### src/hdl/irc_pkg.sv
`default_nettype none
package irc_pkg;

  // ==========================================================
  // Timing
  localparam int unsigned CLK_MHZ     = 200;      // ref_clk rate
  localparam int unsigned PIN_MIN_US  = 5000;     // 5 ms pin hold
  localparam int unsigned KEY_MIN_MS  = 4000;     // 4 s key hold
  localparam int unsigned PIN_CYCLES  = PIN_MIN_US * CLK_MHZ;
  localparam int unsigned KEY_CYCLES  = KEY_MIN_MS * 1000 * CLK_MHZ;
  localparam int unsigned CNT_W       = 30;       // Holds KEY_CYCLES

  // ==========================================================
  // Register bus
  localparam int unsigned ADDR_W      = 8;
  localparam int unsigned DATA_W      = 8;
  localparam logic [7:0]  REG_STATUS  = 8'h00;    // Live source levels
  localparam logic [7:0]  REG_CAUSE   = 8'h04;    // Sticky causes, write 1 clears
  localparam int unsigned BIT_OSC     = 0;
  localparam int unsigned BIT_PIN     = 1;
  localparam int unsigned BIT_KEY     = 2;
  localparam int unsigned BIT_INIT    = 3;

  // ==========================================================
  // Core values loaded on initial reset
  localparam logic [7:0]  STEP_INIT   = 8'h00;
  localparam logic [3:0]  PAGE_INIT   = 4'h1;
  localparam logic [3:0]  NEXT_PAGE_INIT = 4'h1;
  localparam logic        FLAG_INIT   = 1'h0;

  // Key group selection, fixed at build time
  typedef enum logic [1:0] {KEY_OPT_A, KEY_OPT_B, KEY_OPT_C, KEY_OPT_D} irc_key_opt_t;

  typedef struct packed {
    logic [7:0] program_step_counter;
    logic [3:0] program_page_counter;
    logic [3:0] next_page_pointer;
    logic       int_flag;
    logic       dec_flag;
  } irc_core_regs_t;

  // Pins that must all be high for the chosen group
  function automatic logic [3:0] irc_key_mask(input irc_key_opt_t opt);
    unique case (opt)
      KEY_OPT_A: irc_key_mask = 4'h0;
      KEY_OPT_B: irc_key_mask = 4'h3;
      KEY_OPT_C: irc_key_mask = 4'h7;
      KEY_OPT_D: irc_key_mask = 4'hf;
    endcase
  endfunction

endpackage
`default_nettype wire

### src/hdl/irc_filter.sv
`timescale 1ns/10ps
`default_nettype none
module irc_filter
  import irc_pkg::*;
#(
  parameter logic [CNT_W-1:0] LIMIT = 30'h1
)(
  // Clock and reset
  input  wire logic ref_clk,
  input  wire logic reset_n,
  // Condition in, filtered hit out
  input  wire logic cond,
  output logic      hit
);

  logic [CNT_W-1:0] cnt_q;
  logic [CNT_W-1:0] cnt_d;

  // ==========================================================
  // Consecutive-cycle counter, saturating at LIMIT
  always_comb
  begin
    if (!cond)
      cnt_d = '0;
    else if (cnt_q == LIMIT)
      cnt_d = cnt_q;
    else
      cnt_d = cnt_q + 1'b1;
  end

  always_ff @(posedge ref_clk or negedge reset_n)
  begin
    if (!reset_n)
      cnt_q <= '0;
    else
      cnt_q <= cnt_d;
  end

  // Hit only after a full unbroken hold; glitches restart the count
  assign hit = (cnt_q == LIMIT);

endmodule
`default_nettype wire

### src/hdl/irc_top.sv
// Design decisions made here: the strobed register port and the register addresses.
`timescale 1ns/10ps
`default_nettype none
module irc_top
  import irc_pkg::*;
#(
  parameter int unsigned  PIN_HOLD_CYCLES = PIN_CYCLES,
  parameter int unsigned  KEY_HOLD_CYCLES = KEY_CYCLES,
  parameter irc_key_opt_t KEY_OPT         = KEY_OPT_D
)(
  // Clock and reset
  input  wire logic              ref_clk,
  input  wire logic              reset_n,
  // Reset sources
  input  wire logic              osc_running,
  input  wire logic              reset_pin,
  input  wire logic [3:0]        key_input_pins,
  // Core side
  input  wire logic              core_wr,
  input  wire irc_core_regs_t    core_wdata,
  output irc_core_regs_t         core_regs,
  output logic                   init_reset,
  output logic                   core_run,
  // Register port
  input  wire logic [ADDR_W-1:0] reg_addr,
  input  wire logic [DATA_W-1:0] reg_wdata,
  input  wire logic              reg_wr,
  input  wire logic              reg_rd,
  output logic [DATA_W-1:0]      reg_rdata
);

  logic              osc_fail;
  logic              pin_hit;
  logic              key_all;
  logic              key_hit;
  logic              init_reset_d;
  logic              init_reset_q;
  irc_core_regs_t    core_d;
  irc_core_regs_t    core_q;
  logic [2:0]        cause_d;
  logic [2:0]        cause_q;
  logic [DATA_W-1:0] rdata_d;
  logic [DATA_W-1:0] rdata_q;
  logic              key_group_ok;

  // ==========================================================
  // Reset sources
  assign osc_fail = !osc_running;

  // Group A masks to zero; an empty AND must not read as all-high
  assign key_all = (KEY_OPT != KEY_OPT_A) &&
                   ((key_input_pins & irc_key_mask(KEY_OPT)) == irc_key_mask(KEY_OPT));

  irc_filter #(
    .LIMIT (CNT_W'(PIN_HOLD_CYCLES))
  ) u_pin_filter (
    .ref_clk (ref_clk),
    .reset_n (reset_n),
    .cond    (reset_pin),
    .hit     (pin_hit)
  );

  irc_filter #(
    .LIMIT (CNT_W'(KEY_HOLD_CYCLES))
  ) u_key_filter (
    .ref_clk (ref_clk),
    .reset_n (reset_n),
    .cond    (key_all),
    .hit     (key_hit)
  );

  // ==========================================================
  // Initial reset, OR of all sources
  always_comb
  begin
    init_reset_d = osc_fail | pin_hit | key_hit;
  end

  // Reset comes up asserted: the oscillator is not trusted yet
  always_ff @(posedge ref_clk or negedge reset_n)
  begin
    if (!reset_n)
      init_reset_q <= 1'b1;
    else
      init_reset_q <= init_reset_d;
  end

  assign init_reset = init_reset_q;
  assign core_run   = !init_reset_q;

  // ==========================================================
  // Core registers with defined reset values
  always_comb
  begin
    core_d = core_q;
    if (init_reset_q)
    begin
      core_d.program_step_counter = STEP_INIT;
      core_d.program_page_counter = PAGE_INIT;
      core_d.next_page_pointer    = NEXT_PAGE_INIT;
      core_d.int_flag             = FLAG_INIT;
      core_d.dec_flag             = FLAG_INIT;
    end
    else if (core_wr)
      core_d = core_wdata;                  // Core writes ignored during reset
  end

  always_ff @(posedge ref_clk or negedge reset_n)
  begin
    if (!reset_n)
      core_q <= '{STEP_INIT, PAGE_INIT, NEXT_PAGE_INIT, FLAG_INIT, FLAG_INIT};
    else
      core_q <= core_d;
  end

  assign core_regs = core_q;

  // ==========================================================
  // Sticky causes, survive initial reset so software sees why
  always_comb
  begin
    cause_d = cause_q;
    if (reg_wr && reg_addr == REG_CAUSE)
      cause_d = cause_q & ~reg_wdata[2:0];
    // Set after clear: an event in the clear cycle is kept
    cause_d = cause_d | {key_hit, pin_hit, osc_fail};
  end

  // Chip reset and a write of 1 clear causes; initial reset does not
  always_ff @(posedge ref_clk or negedge reset_n)
  begin
    if (!reset_n)
      cause_q <= '0;
    else
      cause_q <= cause_d;
  end

  // Read data registered, valid only the cycle after the strobe
  always_comb
  begin
    rdata_d = '0;
    if (reg_rd)
    begin
      if (reg_addr == REG_STATUS)
      begin
        rdata_d[BIT_OSC]  = osc_fail;
        rdata_d[BIT_PIN]  = pin_hit;
        rdata_d[BIT_KEY]  = key_hit;
        rdata_d[BIT_INIT] = init_reset_q;
      end
      else if (reg_addr == REG_CAUSE)
        rdata_d[2:0] = cause_q;
    end
  end

  always_ff @(posedge ref_clk or negedge reset_n)
  begin
    if (!reset_n)
      rdata_q <= '0;
    else
      rdata_q <= rdata_d;
  end

  assign reg_rdata = rdata_q;

  // ==========================================================
  // Assertions
  // Second reading of the key groups, kept apart from the mask function
  always_comb
  begin
    unique case (KEY_OPT)
      KEY_OPT_A: key_group_ok = 1'b0;
      KEY_OPT_B: key_group_ok = &key_input_pins[1:0];
      KEY_OPT_C: key_group_ok = &key_input_pins[2:0];
      KEY_OPT_D: key_group_ok = &key_input_pins;
    endcase
  end
endmodule
`default_nettype wire

### config.mk
export PLATFORM = sky130hd
export DESIGN_NAME = irc_top
export DESIGN_NICKNAME = d
export VERILOG_FILES = /design/src/hdl/irc_pkg.sv /design/src/hdl/irc_filter.sv /design/src/hdl/irc_top.sv
export SDC_FILE = /design/constraint.sdc
export NUM_CORES = 1
export LEC_CHECK = 0
export ABC_AREA = 1
export CORE_UTILIZATION = 45
export CTS_CLUSTER_DIAMETER = 50
export CTS_CLUSTER_SIZE = 14
export DETAILED_ROUTE_END_ITERATION = 6
export DONT_BUFFER_PORTS = 1
export GPL_TIMING_DRIVEN = 1
export PLACE_DENSITY = 0.68
export SYNTH_ARGS = -nofsm -noshare
export SYNTH_HDL_FRONTEND = slang
export SYNTH_HIERARCHICAL = 1
export SYNTH_SLANG_ARGS = --single-unit
### constraint.sdc
create_clock -name ref_clk -period 3.4 [get_ports ref_clk]
set_clock_uncertainty 0.05 [all_clocks]
set_input_delay 0.68 -clock ref_clk [delete_from_list [all_inputs] [get_ports ref_clk]]
set_output_delay 0.68 -clock ref_clk [all_outputs]
set_load 0.01 [all_outputs]
==> summary.md <==
| Metric | Value |
|---|---|
| Synth Warn # | `6` |
| Remaining antenna violation count after routing | `0` |
| Worst slew pin tran | `~0.57 ns` |
| Routability-driven placement congestion ratio | `a little over 0.9` |
| Period utilisation layout | `approximately 52%` |
| Number of global-route vias before repair | `around 4100` |
| Buf/Inv on CP | `1` |
| Max Clk Rate | `568 MHz` |
| Initial Utilization | `a little under half` |
| Via/cell ratio | `~5.1` |
| LEAKAGE | `between 2 and 2.5 nW` |
| Area of the die | `11700 um2` |
| Clock Sink Count | `86` |
| I/O Pins | `73` |
| CTS H-tree lvls | `3` |
| Via count | `4495` |
| Share of cells above drive strength 1 | `under 10%` |
| Area added between synthesis and finish | `9.01%` |
| Fin crit period | `1.76 ns` |
| Number of max-cap violations | `0` |
| Final setup TNS | `0 ns` |
| Critical path launch point type | `register` |
| Area contributors post-synth | `dfrtp_1 (41%), nand2_1 (16%), nor2_1 (13%)` |
| Critical path arrival | `between 1 and 1.5 ns` |
| Mean Syn Cell Area | `just under 7 um2` |
| # Post-CTS Setup Buffers | `0` |
| Cts bufs inserted | `9` |
| First-pass DRT Iterations | `6` |
| Most frequent cells after synthesis | `nand2_1 (217), nor2_1 (173), dfrtp_1 (83)` |
| FILL cells | `~1100` |
| Asr flop ratio synth | `100%` |
| # setup viols final | `0` |
| VDD IR max | `290 uV` |
| Number of synthesized flops with an enable pin | `0` |
| Clock Pin Slew Worst Setup and Hold Paths | `~0.06 ns` |
| Largest net degree at the start of global routing | `between 80 and 90` |
| Worst EP required | `roughly 2.7 ns` |
| First-pass GRT wire length | `19.3 mm` |
| CTS tree | `built` |
| CTS max path bufs | `2` |
| Top-count cell post-synth | `nand2_1` |
| Area leader, netlist | `dfrtp_1` |
| WL final | `11.7 mm` |
| Slew Limit Fails | `0` |
| CP max stage delay | `0.60 ns` |
| Share of the synthesized area in the top cell type | `between 40 and 50%` |
| DRC Markers | `0` |
| Die Width | `about 110 um` |
| Mapped Area | `5080 um2` |
| Ant. Diodes | `0` |
| Final nets | `between 700 and 800` |
| Hold slack | `approximately 0.13 ns` |
| 1st-iter DRT viols | `around 350` |
| IO buf count | `0` |
| Crit path max-delay family | `flip-flops` |
| Multi-input gate area | `2540 um2` |
| Slew margin rel. | `between 60% and 70%` |
| Sequential area share after synthesis | `between 40% and 50%` |
| CTS root buffer | `clkbuf_16` |
| Worst Hold Class | `input pin to asynchronous set/reset pin` |
| #FFs+latches synth | `between 80 and 90` |
| # rows | `38` |
| PwrDens | `391 nW/um2` |
| Core outline area | `10900 um2` |
| Post-DP HPWL | `just under 9 mm` |
| Fin. Hold Viols | `0` |
| Count of cell types in the netlist | `34` |
| Die H | `~110 um` |
| Register area | `~2200 um2` |
| Setup crit end kind | `primary output` |
| Outcome | `finished clean` |
| Worst-case reg-to-reg path depth | `8` |
| GRT Total Usage | `between 20% and 30%` |
| Global route total overflow | `0` |
| Critical path type | `register to primary output` |
| Predominant post-synthesis flop cell | `dfrtp_1` |
| Average wire per cell in the routed design | `13.2 um` |
| Initial antenna violation count | `0` |
| Clk Latency, worst-skew pair | `0.34 ns` |
| Crit-path max FO | `3` |
| RSZ-0062 raised after global routing | `false` |
| Worst path depth | `1` |
| Critical-path cell list | `inv_2` |
| Cells after Synth | `roughly 740` |
| CP max-delay cell | `dfstp_2` |
[report_power, final]
part           switching [W]  total [W]  internal [W]
Sequential         0.0000213    0.00106       0.00104
Combinational      0.0000567  0.0000841     0.0000274
Clock               0.000423    0.00102      0.000593
[repair_timing]
| item | CTS | global route |
|---|---|---|
| resized for setup | 0 | 0 |
| hold buffers | 1 | 0 |
| hold endpoints to repair | 83 | 0 |
[layout by cell type, fill, tap and decap left out, types with 2 or more instances in the layout]
cell and count:
nand4_1 5, a22o_2 6, and2_1 3, xnor2_1 2
inv_1 79, a21oi_1 18, o21ai_0 13, ha_1 4
nand2_4 2, nor2_2 8, clkinvlp_4 3, dfstp_2 3
nand2_1 217, dfrtp_1 83, xor2_1 7, conb_1 4
o22a_2 2, nor2_1 173, a22o_1 10, clkbuf_16 9
nand3_1 55, nor3_1 12, nor2_4 7, nand2_2 5
inv_2 5
[flip-flops by register name, indices dropped and copies added (netlist names)]
signal / cells
u_key_filter/cnt_q: 30
u_pin_filter/cnt_q: 30
core_regs: 18
reg_rdata: 4
cause_q: 3
init_reset: 1
[cells by family after synthesis]
| group | Yosys count | synth area share (%) |
|---|---|---|
| AND/OR/NAND/NOR | 491 | 40.8 |
| buffers and inverters | 97 | 7.83 |
| AO/OA/AOI/OAI | 49 | 6.35 |
| adder cells (fa/ha/maj) | 4 | 0.985 |
| XOR/XNOR | 9 | 1.55 |
| flip-flops | 86 | 42.4 |
| other | 1 | 0.0738 |
[final timing paths]
check,startpoint,endpoint,slack [ns]
worst max-delay path,init_reset$_DFF_PN1_,core_run,1.64
worst min-delay path,reset_n,init_reset$_DFF_PN1_,0.13
worst max register to register,u_pin_filter/cnt_q[0]$_DFFE_PN0P_,u_pin_filter/cnt_q[24]$_DFFE_PN0P_,1.71
worst min register to register,cause_q[1]$_DFF_PN0_,cause_q[1]$_DFF_PN0_,0.46
max in group asynchronous,reset_n,u_key_filter/cnt_q[10]$_DFFE_PN0P_,2.79
min in group ref_clk,osc_running,init_reset$_DFF_PN1_,0.38
[worst register-to-register path: stages, from the launching register on]
cell and delay, ns:
dfrtp_1 0.43, ha_1 0.32, nand2_1 0.13, nor2_4 0.21
nand2_2 0.12, nor2_4 0.14, nand3_1 0.08, nand2_1 0.06
nor2_1 0.04
[area by class of cell]
type                       count  area share [%]
tap                          140            3.16
inverter                      86            5.87
timing repair buffer           2           0.632
multi-input combinational    557            45.8
clock inverter                 6            1.26
sequential                    86            38.9
clock buffer                  10            4.31
[metrics by stage]
step	std cells	instance area, um2	setup slack, ns	util, %	total power (W)
after global placement	870	5200	1.52	47.6	0.00114
after floorplan	740	5090	1.76	-	0.00114
after CTS	887	5540	1.62	50.7	0.00219
after global routing	887	5540	1.53	50.7	0.00225
after detailed placement	870	5200	1.55	47.6	0.00115
final	887	5540	1.64	50.7	0.00216
[routing by layer]
metal	routed length (um)	global-route usage [%]
met2	5210	33.1
met3	913	3.62
met1	5390	29.6
met5	0	0
met4	217	9.36
No activity file was read; power rests on OpenSTA's default activity.
